## src/rtl/i2ctr_pkg.sv

```systemverilog
// Purpose: Shared constants and types for the I2C target register access block
// Assumes: 125 MHz system clock, open-drain SDA, SCL from the bus controller
// Notes:   Device addresses are 7-bit, register addresses 8-bit, shifted MSB first
`default_nettype none
package i2ctr_pkg;
  // ==========================================================
  // Addressing
  localparam logic [4:0] DEV_ADDR_UPPER = 5'h0d;  // Fixed upper bits 01101
  localparam logic [6:0] GEN_ADDR       = 7'h0e;  // Broadcast address 0001110
  localparam logic       RW_READ        = 1'h1;   // Direction bit for read
  // ==========================================================
  // Byte framing and reset values
  localparam logic [3:0]  BYTE_END   = 4'h8;      // Bits per byte
  localparam logic [3:0]  BIT_FIRST  = 4'h1;      // First bit already driven
  localparam logic [3:0]  BIT_ZERO   = 4'h0;      // Counter restart
  localparam logic [3:0]  BIT_STEP   = 4'h1;      // Counter step
  localparam logic [7:0]  PTR_RESET  = 8'h00;     // Pointer after reset
  localparam logic [7:0]  PTR_STEP   = 8'h01;     // Auto-increment step
  localparam logic [15:0] WORD_RESET = 16'h0000;  // Data holding reset
  localparam logic [3:0]  SYNC_RESET = 4'h3;      // Idle bus: SDA and SCL high
  // ==========================================================
  // Bus timing
  localparam int SCL_MAX_KHZ   = 400;             // Fastest supported SCL
  localparam int T_HIGH_MIN_NS = 600;             // Shortest SCL high phase
  localparam int MIN_SAMPLES   = 4;               // Samples needed per phase
  // ==========================================================
  // State machine and byte kinds
  typedef enum logic [2:0] {
    ST_IDLE = 3'b000,
    ST_RX   = 3'b001,
    ST_ACK  = 3'b010,
    ST_TX   = 3'b011,
    ST_HACK = 3'b100
  } i2ctr_state_t;
  typedef enum logic [1:0] {
    K_ADDR = 2'b00,
    K_PTR  = 2'b01,
    K_MSB  = 2'b10,
    K_LSB  = 2'b11
  } i2ctr_kind_t;
endpackage
`default_nettype wire

```

## src/rtl/i2ctr_if.sv

```systemverilog
// Purpose: Bus events passed from the pin front end to the target logic
// Assumes: All signals are on sys_clk
// Notes:   Edges and conditions are one-cycle pulses
`timescale 1ns/1ps
`default_nettype none
interface i2ctr_if;
  logic scl_rise;   // SCL low to high
  logic scl_fall;   // SCL high to low
  logic start;      // START or repeated START
  logic stop;       // STOP
  logic sda;        // Synchronised SDA level
  logic ads_low;    // Synchronised select pin for address bit 1
  logic ads_high;   // Synchronised select pin for address bit 2
  modport src (output scl_rise, scl_fall, start, stop, sda, ads_low, ads_high);
  modport dst (input  scl_rise, scl_fall, start, stop, sda, ads_low, ads_high);
endinterface
`default_nettype wire

```

## src/rtl/i2ctr_target.sv

```systemverilog
// Purpose: I2C target that writes and reads 16-bit registers by byte pairs
// Assumes: reg_rd_data follows reg_rd_addr combinationally or within a few cycles
// Notes:   Target only; SCL is never driven, SDA is open drain
// Behaviour
// [RQ1] Target only, SCL up to 400 kHz
// [RQ2] Address in bits 7..1, bit 0 direction
// [RQ3] Select pins set address bits 1, 2
// [RQ4] Also answer broadcast address 0001110
// [RQ5] Registers move as two-byte pairs
// [RQ6] MSB first, high byte before low
// [RQ7] Acknowledge write address and pointer byte
// [RQ8] Acknowledge high and low data bytes
// [RQ9] Pointer advances after each written pair
// [RQ10] Read starts with pointer write, repeated START
// [RQ11] Ack read address, send high then low
// [RQ12] Host ack on low byte: next register
// [RQ13] Host nack: release SDA, await STOP
// [RQ14] Write only on complete pair; drop partial
// [RQ15] No acknowledge for unmatched address
`timescale 1ns/1ps
`default_nettype none
module i2ctr_target #(
  parameter int CLK_PERIOD_NS = 8  // System clock period
) (
  input  wire logic        sys_clk,
  input  wire logic        rst_n,
  input  wire logic        scl_i,
  input  wire logic        sda_i,
  output logic             sda_o,
  output logic             sda_oe,
  input  wire logic        addr_select_pin_low,
  input  wire logic        addr_select_pin_high,
  output logic [7:0]       reg_rd_addr,
  input  wire logic [15:0] reg_rd_data,
  output logic             reg_wr,
  output logic [7:0]       reg_wr_addr,
  output logic [15:0]      reg_wr_data
);
  // Shortest SCL high phase in system cycles, rounded up
  localparam int HIGH_CYCLES = (i2ctr_pkg::T_HIGH_MIN_NS + CLK_PERIOD_NS - 1) / CLK_PERIOD_NS;

  // Too slow a clock would miss SCL phases at 400 kHz
  if (HIGH_CYCLES < i2ctr_pkg::MIN_SAMPLES) begin : g_clk_check  // [RQ1]
    $error("system clock too slow for the fastest SCL rate");
  end

  i2ctr_if bus ();
  i2ctr_pkg::i2ctr_state_t state;   // Bus phase
  i2ctr_pkg::i2ctr_kind_t  kind;    // Meaning of the current received byte
  logic [3:0]  bitcnt;              // Bits shifted in or out
  logic        rw;                  // Direction from the address byte
  logic [7:0]  rx_sh;               // Receive shifter
  logic [7:0]  tx_sh;               // Transmit shifter, MSB at top
  logic        tx_low;              // Low byte of the pair is on the bus
  logic [15:0] rd_word;             // Word captured when its high byte starts
  logic [7:0]  ptr;                 // Register pointer
  logic [7:0]  msb_hold;            // High byte waiting for its partner
  logic        host_ack;            // Host answer sampled on the ninth clock
  logic [6:0]  dev_addr;            // Pin-selected address
  logic        addr_hit;            // Address byte is ours
  logic        bus_ev;              // START or STOP this cycle
  logic        byte_done;           // Eighth-clock falling edge ending a received byte
  logic        rd_next;             // Host acked the low byte
  logic [7:0]  load_byte;           // Next byte to transmit
  i2ctr_pkg::i2ctr_kind_t next_kind;

  i2ctr_sync u_sync (
    .sys_clk    (sys_clk),
    .rst_n      (rst_n),
    .scl_i      (scl_i),
    .sda_i      (sda_i),
    .ads_low_i  (addr_select_pin_low),
    .ads_high_i (addr_select_pin_high),
    .bus        (bus)
  );

  // ==========================================================
  // Decode helpers
  assign dev_addr  = {i2ctr_pkg::DEV_ADDR_UPPER, bus.ads_high, bus.ads_low};  // [RQ3]
  assign addr_hit  = (rx_sh[7:1] == dev_addr) || (rx_sh[7:1] == i2ctr_pkg::GEN_ADDR);  // [RQ2] [RQ4]
  assign bus_ev    = bus.start | bus.stop;
  assign byte_done = (state == i2ctr_pkg::ST_RX) && bus.scl_fall && (bitcnt == i2ctr_pkg::BYTE_END) && !bus_ev;
  assign rd_next   = (state == i2ctr_pkg::ST_HACK) && bus.scl_rise && tx_low && !bus.sda && !bus_ev;
  // Low byte from the captured word, otherwise a fresh high byte
  assign load_byte = ((state == i2ctr_pkg::ST_HACK) && !tx_low) ? rd_word[7:0] : reg_rd_data[15:8];  // [RQ6]
  assign sda_o       = 1'h0;  // Open drain: only ever pulls low
  assign reg_rd_addr = ptr;

  // Byte sequence of a write: address, pointer, then pairs
  always_comb begin
    case (kind)
      i2ctr_pkg::K_ADDR: next_kind = i2ctr_pkg::K_PTR;
      i2ctr_pkg::K_PTR:  next_kind = i2ctr_pkg::K_MSB;
      i2ctr_pkg::K_MSB:  next_kind = i2ctr_pkg::K_LSB;
      default:           next_kind = i2ctr_pkg::K_MSB;  // [RQ9]
    endcase
  end

  // ==========================================================
  // Phase machine; START wins over everything except reset
  always_ff @(posedge sys_clk) begin
    if (!rst_n) begin
      state  <= i2ctr_pkg::ST_IDLE;
      kind   <= i2ctr_pkg::K_ADDR;
      bitcnt <= i2ctr_pkg::BIT_ZERO;
      rw     <= 1'h0;
    end else if (bus.start) begin
      // Repeated START restarts at the address byte
      state  <= i2ctr_pkg::ST_RX;  // [RQ10]
      kind   <= i2ctr_pkg::K_ADDR;
      bitcnt <= i2ctr_pkg::BIT_ZERO;
    end else if (bus.stop) begin
      state <= i2ctr_pkg::ST_IDLE;
    end else begin
      case (state)
        i2ctr_pkg::ST_RX: begin
          if (bus.scl_rise) begin
            bitcnt <= 4'(bitcnt + i2ctr_pkg::BIT_STEP);
          end else if (byte_done) begin
            if (kind == i2ctr_pkg::K_ADDR && !addr_hit) begin
              state <= i2ctr_pkg::ST_IDLE;  // [RQ15]
            end else begin
              state <= i2ctr_pkg::ST_ACK;
            end
            if (kind == i2ctr_pkg::K_ADDR) begin
              rw <= (rx_sh[0] == i2ctr_pkg::RW_READ);  // [RQ2]
            end
          end
        end
        i2ctr_pkg::ST_ACK: begin
          if (bus.scl_fall) begin
            if (kind == i2ctr_pkg::K_ADDR && rw) begin
              state  <= i2ctr_pkg::ST_TX;  // [RQ11]
              bitcnt <= i2ctr_pkg::BIT_FIRST;
            end else begin
              state  <= i2ctr_pkg::ST_RX;
              kind   <= next_kind;
              bitcnt <= i2ctr_pkg::BIT_ZERO;
            end
          end
        end
        i2ctr_pkg::ST_TX: begin
          if (bus.scl_fall) begin
            if (bitcnt == i2ctr_pkg::BYTE_END) begin
              state <= i2ctr_pkg::ST_HACK;
            end else begin
              bitcnt <= 4'(bitcnt + i2ctr_pkg::BIT_STEP);
            end
          end
        end
        i2ctr_pkg::ST_HACK: begin
          if (bus.scl_fall) begin
            if (host_ack) begin
              state  <= i2ctr_pkg::ST_TX;  // [RQ12]
              bitcnt <= i2ctr_pkg::BIT_FIRST;
            end else begin
              state <= i2ctr_pkg::ST_IDLE;  // [RQ13]
            end
          end
        end
        default: state <= i2ctr_pkg::ST_IDLE;
      endcase
    end
  end

  // ==========================================================
  // Receive shifter, MSB first
  always_ff @(posedge sys_clk) begin
    if (!rst_n) begin
      rx_sh <= 8'h00;
    end else if (state == i2ctr_pkg::ST_RX && bus.scl_rise && !bus_ev) begin
      rx_sh <= {rx_sh[6:0], bus.sda};  // [RQ6]
    end
  end

  // ==========================================================
  // Host acknowledge sample on the ninth clock
  always_ff @(posedge sys_clk) begin
    if (!rst_n) begin
      host_ack <= 1'h0;
    end else if (state == i2ctr_pkg::ST_HACK && bus.scl_rise) begin
      host_ack <= !bus.sda;
    end
  end

  // ==========================================================
  // SDA drive: acknowledges and read data, changed only after SCL falls
  always_ff @(posedge sys_clk) begin
    if (!rst_n) begin
      sda_oe  <= 1'h0;
      tx_sh   <= 8'h00;
      tx_low  <= 1'h0;
      rd_word <= i2ctr_pkg::WORD_RESET;
    end else if (bus_ev) begin
      sda_oe <= 1'h0;
    end else begin
      case (state)
        i2ctr_pkg::ST_RX: begin
          if (byte_done && !(kind == i2ctr_pkg::K_ADDR && !addr_hit)) begin
            sda_oe <= 1'h1;  // [RQ7] [RQ8]
          end
        end
        i2ctr_pkg::ST_ACK, i2ctr_pkg::ST_HACK: begin
          if (bus.scl_fall && (state == i2ctr_pkg::ST_HACK ? host_ack : (kind == i2ctr_pkg::K_ADDR && rw))) begin
            // First bit of the next byte goes out with this edge
            sda_oe <= !load_byte[7];  // [RQ11]
            tx_sh  <= {load_byte[6:0], 1'h0};
            if (state == i2ctr_pkg::ST_HACK && !tx_low) begin
              tx_low <= 1'h1;  // [RQ5]
            end else begin
              tx_low  <= 1'h0;
              rd_word <= reg_rd_data;
            end
          end else if (bus.scl_fall) begin
            sda_oe <= 1'h0;  // [RQ13]
          end
        end
        i2ctr_pkg::ST_TX: begin
          if (bus.scl_fall) begin
            if (bitcnt == i2ctr_pkg::BYTE_END) begin
              sda_oe <= 1'h0;
            end else begin
              sda_oe <= !tx_sh[7];  // [RQ6]
              tx_sh  <= {tx_sh[6:0], 1'h0};
            end
          end
        end
        default: sda_oe <= 1'h0;
      endcase
    end
  end

  // ==========================================================
  // Pointer and write port; only a complete pair reaches a register
  always_ff @(posedge sys_clk) begin
    if (!rst_n) begin
      ptr         <= i2ctr_pkg::PTR_RESET;
      msb_hold    <= 8'h00;
      reg_wr      <= 1'h0;
      reg_wr_addr <= i2ctr_pkg::PTR_RESET;
      reg_wr_data <= i2ctr_pkg::WORD_RESET;
    end else begin
      reg_wr <= 1'h0;
      if (byte_done) begin
        if (kind == i2ctr_pkg::K_PTR) begin
          ptr <= rx_sh;
        end else if (kind == i2ctr_pkg::K_MSB) begin
          msb_hold <= rx_sh;
        end else if (kind == i2ctr_pkg::K_LSB) begin
          reg_wr      <= 1'h1;  // [RQ14]
          reg_wr_addr <= ptr;
          reg_wr_data <= {msb_hold, rx_sh};  // [RQ5]
          ptr         <= 8'(ptr + i2ctr_pkg::PTR_STEP);  // [RQ9]
        end
      end else if (rd_next) begin
        // Advance early so the next word settles before SCL falls
        ptr <= 8'(ptr + i2ctr_pkg::PTR_STEP);  // [RQ12]
      end
    end
  end
endmodule
`default_nettype wire

```

## src/rtl/i2ctr_sync.sv

```systemverilog
// Purpose: Synchronise bus pins and detect SCL edges, START and STOP
// Assumes: Pins are asynchronous to sys_clk
// Notes:   No spike filter; the oversampling margin absorbs short glitches
`timescale 1ns/1ps
`default_nettype none
module i2ctr_sync (
  input  wire logic sys_clk,
  input  wire logic rst_n,
  input  wire logic scl_i,
  input  wire logic sda_i,
  input  wire logic ads_low_i,
  input  wire logic ads_high_i,
  i2ctr_if.src      bus
);
  logic [3:0] stage1;  // First flops, read only by stage2
  logic [3:0] stage2;  // Settled levels
  logic [1:0] dly;     // Previous SDA and SCL for edge finding

  // ==========================================================
  // Two-flop synchroniser plus one delay stage
  always_ff @(posedge sys_clk) begin
    if (!rst_n) begin
      stage1 <= i2ctr_pkg::SYNC_RESET;
      stage2 <= i2ctr_pkg::SYNC_RESET;
      dly    <= i2ctr_pkg::SYNC_RESET[1:0];
    end else begin
      stage1 <= {ads_high_i, ads_low_i, sda_i, scl_i};
      stage2 <= stage1;
      dly    <= stage2[1:0];
    end
  end

  // ==========================================================
  // Event decode; START and STOP need SCL high on both samples
  assign bus.scl_rise = stage2[0] & ~dly[0];
  assign bus.scl_fall = ~stage2[0] & dly[0];
  assign bus.start    = stage2[0] & dly[0] & dly[1] & ~stage2[1];  // [RQ2]
  assign bus.stop     = stage2[0] & dly[0] & ~dly[1] & stage2[1];
  assign bus.sda      = stage2[1];
  assign bus.ads_low  = stage2[2];
  assign bus.ads_high = stage2[3];
endmodule
`default_nettype wire

```

## config.mk

```make
export PLATFORM = sky130hd
export DESIGN_NAME = i2ctr_target
export DESIGN_NICKNAME = d
export VERILOG_FILES = /design/src/rtl/i2ctr_pkg.sv /design/src/rtl/i2ctr_if.sv /design/src/rtl/i2ctr_target.sv /design/src/rtl/i2ctr_sync.sv
export SDC_FILE = /design/constraint.sdc
export NUM_CORES = 1
export LEC_CHECK = 0
export ABC_AREA = 1
export BUFFER_PORTS_ARGS = -buffer_cell sky130_fd_sc_hd__buf_4
export CAP_MARGIN = 0
export CORE_ASPECT_RATIO = 1.1
export CORE_MARGIN = 2
export CORE_UTILIZATION = 48
export CTS_CLUSTER_DIAMETER = 30
export DETAILED_ROUTE_END_ITERATION = 10
export GPL_TIMING_DRIVEN = 0
export PLACE_DENSITY = 0.68
export RECOVER_POWER = 100
export SETUP_SLACK_MARGIN = 0.1
export SLEW_MARGIN = 20
export SYNTH_ARGS = -nofsm -noshare
export SYNTH_HDL_FRONTEND = slang
export SYNTH_HIERARCHICAL = 1
export SYNTH_SLANG_ARGS = --single-unit
```

## constraint.sdc

```tcl
create_clock -name sys_clk -period 1.5 [get_ports sys_clk]
set_input_delay 0.3 -clock sys_clk [delete_from_list [all_inputs] [get_ports sys_clk]]
set_output_delay 0.3 -clock sys_clk [all_outputs]
set_load 0.01 [all_outputs]
```

==> run metrics <==
CTS tree built; number of global-route vias before repair 3,963; Final period util 118%; initial antenna violation count 0; Final setup viols 62; antenna fix cells 0; Yosys warnings 6; reg2reg start u_sync/stage2[0]; Max-Slew Margin vs Limit 48.9%; GRT overflow 0; sequential power share 38.9%; Layout Cells excl Fill 782; DR vias 4,199; fmax 564 MHz; Final min period 1.77 ns; H-tree levels 3; antenna-violating nets left 0; Hold Violations, Final 0; Mapped Nets 583; Yosys top cell by area dfxtp_1; Seq/Total Area, Yosys 43.8%; first-pass GRT wire length 18,100 microns; CTS buffer count 9; main combinational cell family by area after synthesis simple AND/OR/NAND/NOR gates; Comb power frac 36.8%; Startpoint Class flip-flop; crit path max fanout 5; Post-synth EDFFs 0; Syn-to-layout area delta 43.2%; Hold Crit Class input port to flip-flop; DP HPWL 7230 microns; maximum root-to-sink buffer count 2; largest cells by area after synthesis dfxtp_1 44%, nand2_1 11%, o21ai_0 8.6%, a21oi_1 7.9%, inv_1 6.3%; Max-cap violations 0; share of layout cells above drive strength 1 38.6%; WP data required 1.80 ns; number of vias per cell 5.37; most frequent cells in the layout 92 x nand2_1, 92 x buf_4, 76 x dfxtp_1, 59 x inv_1, 48 x a21oi_1; Max VDD drop 609 uV; wire per inst 16.0 microns; synthesized area 3980 sq um; cells on worst reg2reg path 12; chip width 90.8 microns; syn_area_per_cell 7.18 sq um; drt pass-1 iters 5; CTS sink cnt 87; Synth Flop Type dfxtp_1; multiplexer area fraction after synthesis 0%; Worst-path clk slew 0.09 ns; DR DRC count 0; r2r setup slk -0.27 ns; worst hold path depth 3; Sw Share 36.9%; cts hold-fix bufs 0; post-synthesis xor/xnor area fraction 0.881%; post-synthesis compound-gate area fraction 17.9%; synth unique cells 30; slew of the pin with the lowest slew margin 0.767 ns; worst endpoint data arrival time 2.07 ns; RSZ-0062 raised after global routing true; violated checks negative setup slack; Setup TNS Final -10.26 ns; Crit. End Element flip-flop; GPL Wtd Cong 0.898; largest net degree at the start of global routing 15; P_sw 2.48 mW; synthesized flop and latch total 87; IO Port Bufs 54; WS Path Type flip-flop to flip-flop; # placed instances 716; final core utilization 71.2%; FF-to-FF End reg_wr_addr[6]; Post-Route WL 12,500 microns; Synth Area in Adders 2.20%; share of flip-flops with an asynchronous set or reset 0%; Core Box Area 8000 sq um; crit path to reg_wr_addr[6]; max-slew violation count 0; gr usage total 24.9%; Pint 4.25 mW; clock share of power 24.4%; cell chosen for the clock root clkbuf_8; P_leak 2.47 nW; Final Net Count 699; final worst setup slack -0.272 ns; DRT iter0 DRCs 232; latest clock arrival within the worst-skew pair 0.36 ns; die height 99.5 microns; Starting Density 49.7%; Clock Skew 0.0130 ns; Die ar. 9030 sq um; IO Pins 57; row count 34; PwrDens 1180 nW/um^2; Synth top area share 43.8%; CP startpoint u_sync/stage2[0]; status finished with violations; Synth Instances 554; post-synthesis simple-gate area fraction 24.8%
how the worst min path moves through the flow:
stage | start | endpoint | slack (ns)
after global routing | addr_select_pin_high | u_sync/stage1[3] | 0.15
final | addr_select_pin_high | u_sync/stage1[3] | 0.12
after detailed placement | u_sync/stage1[0] | u_sync/stage2[0] | 0.40
after CTS | sda_i | u_sync/stage1[1] | 0.1
after floorplan | u_sync/stage1[0] | u_sync/stage2[0] | 0.38
after global placement | u_sync/stage1[0] | u_sync/stage2[0] | 0.38
power groups by stage:
stage	clock network [mW]	registers, mW	logic (mW)
6_report	1.64	2.62	2.47
2_1_floorplan	0	2.62	1.14
3_3_place_gp	0	2.64	1.45
5_1_grt	1.74	2.63	2.65
3_5_place_dp	0	2.64	1.48
4_1_cts	1.64	2.60	2.08
area by class of cell:
class	instances	area (sq um)
fillers	650	2300
multi-input cells	374	2300
flip-flops and latches	87	1770
repair buffers	105	857
inverters	74	300
plain buffers	19	154
well taps	108	135
clock buffers	10	128
clock inverters	5	60.1
cell families (layout without fill, tap and decap cells):
kind of cell / after synthesis / after routing
DFF: 87 / 87
other: 1 / 1
and+or+nand+nor: 223 / 223
AOI/OAI and AO/OA: 139 / 139
adders and majority gates: 7 / 7
xor gates and xnor gates: 4 / 4
buffers and inverters: 93 / 213
per-layer routing:
layer  up-vias  routed length, microns  track usage (%)
met2       164                    6520             44.5
met1      1973                    4890             29.3
li1       2016                       -                -
met3        46                     679             3.56
met4         0                     393             12.4
met5         -                       0                0
sequential cells by signal (all words and copies together) (netlist names), 2 cells and up:
| register | cells |
|---|---|
| bitcnt | 4 |
| kind | 2 |
| msb_hold | 8 |
| rd_word | 8 |
| reg_rd_addr | 8 |
| reg_wr_addr | 8 |
| reg_wr_data | 16 |
| rx_sh | 8 |
| state | 3 |
| tx_sh | 7 |
| u_sync/dly | 2 |
| u_sync/stage1 | 4 |
| u_sync/stage2 | 4 |
synthesized netlist by cell type (2+ instances only):
| cell type | instances |
|---|---|
| buf_4 | 3 |
| ha_1 | 7 |
| nand2_2 | 3 |
| dfxtp_1 | 87 |
| nor2_4 | 4 |
| nand2_4 | 2 |
| nand4_1 | 7 |
| a31oi_1 | 4 |
| o21ai_0 | 68 |
| buf_2 | 3 |
| nor2_1 | 66 |
| buf_6 | 6 |
| nand3_2 | 4 |
| nand3_1 | 19 |
| inv_2 | 7 |
| clkbuf_1 | 6 |
| xor2_1 | 3 |
| a21oi_1 | 63 |
| nor3_4 | 2 |
| inv_1 | 67 |
| nor3_1 | 3 |
| nand2_1 | 112 |
critical path: stages (launching register included):
cell     delay (ns)
dfxtp_4        0.37
nand2_4        0.09
nor2_4         0.05
nor2_4         0.13
nand2_4        0.08
nor2_4         0.14
nand2_4        0.08
nor3_4         0.17
buf_6          0.16
buf_6          0.12
buf_8          0.12
o21ai_2        0.06
a21oi_1        0.16
stage by stage:
step	setup WS [ns]	hold WS, ns	power [mW]	instance area, sq um
6_report	-0.272	0.123	6.73	5700
5_1_grt	-0.364	0.146	7.02	5700
4_1_cts	-0.274	0.0994	6.32	5340
3_5_place_dp	-0.358	0.397	4.12	4540
3_3_place_gp	-0.355	0.381	4.09	4540
2_1_floorplan	-0.103	0.379	3.76	4000
what timing repair did:
item | 4_1_cts | 5_1_grt
endpoints found under the hold margin | 0 | 0
endpoints found under the setup margin | 74 | 70
gates resized for setup | 124 | 78
pin swaps | 38 | 28
cloned | 5 | 1
buffers inserted | 30 | 15
Power figures use the tool's default switching activity.
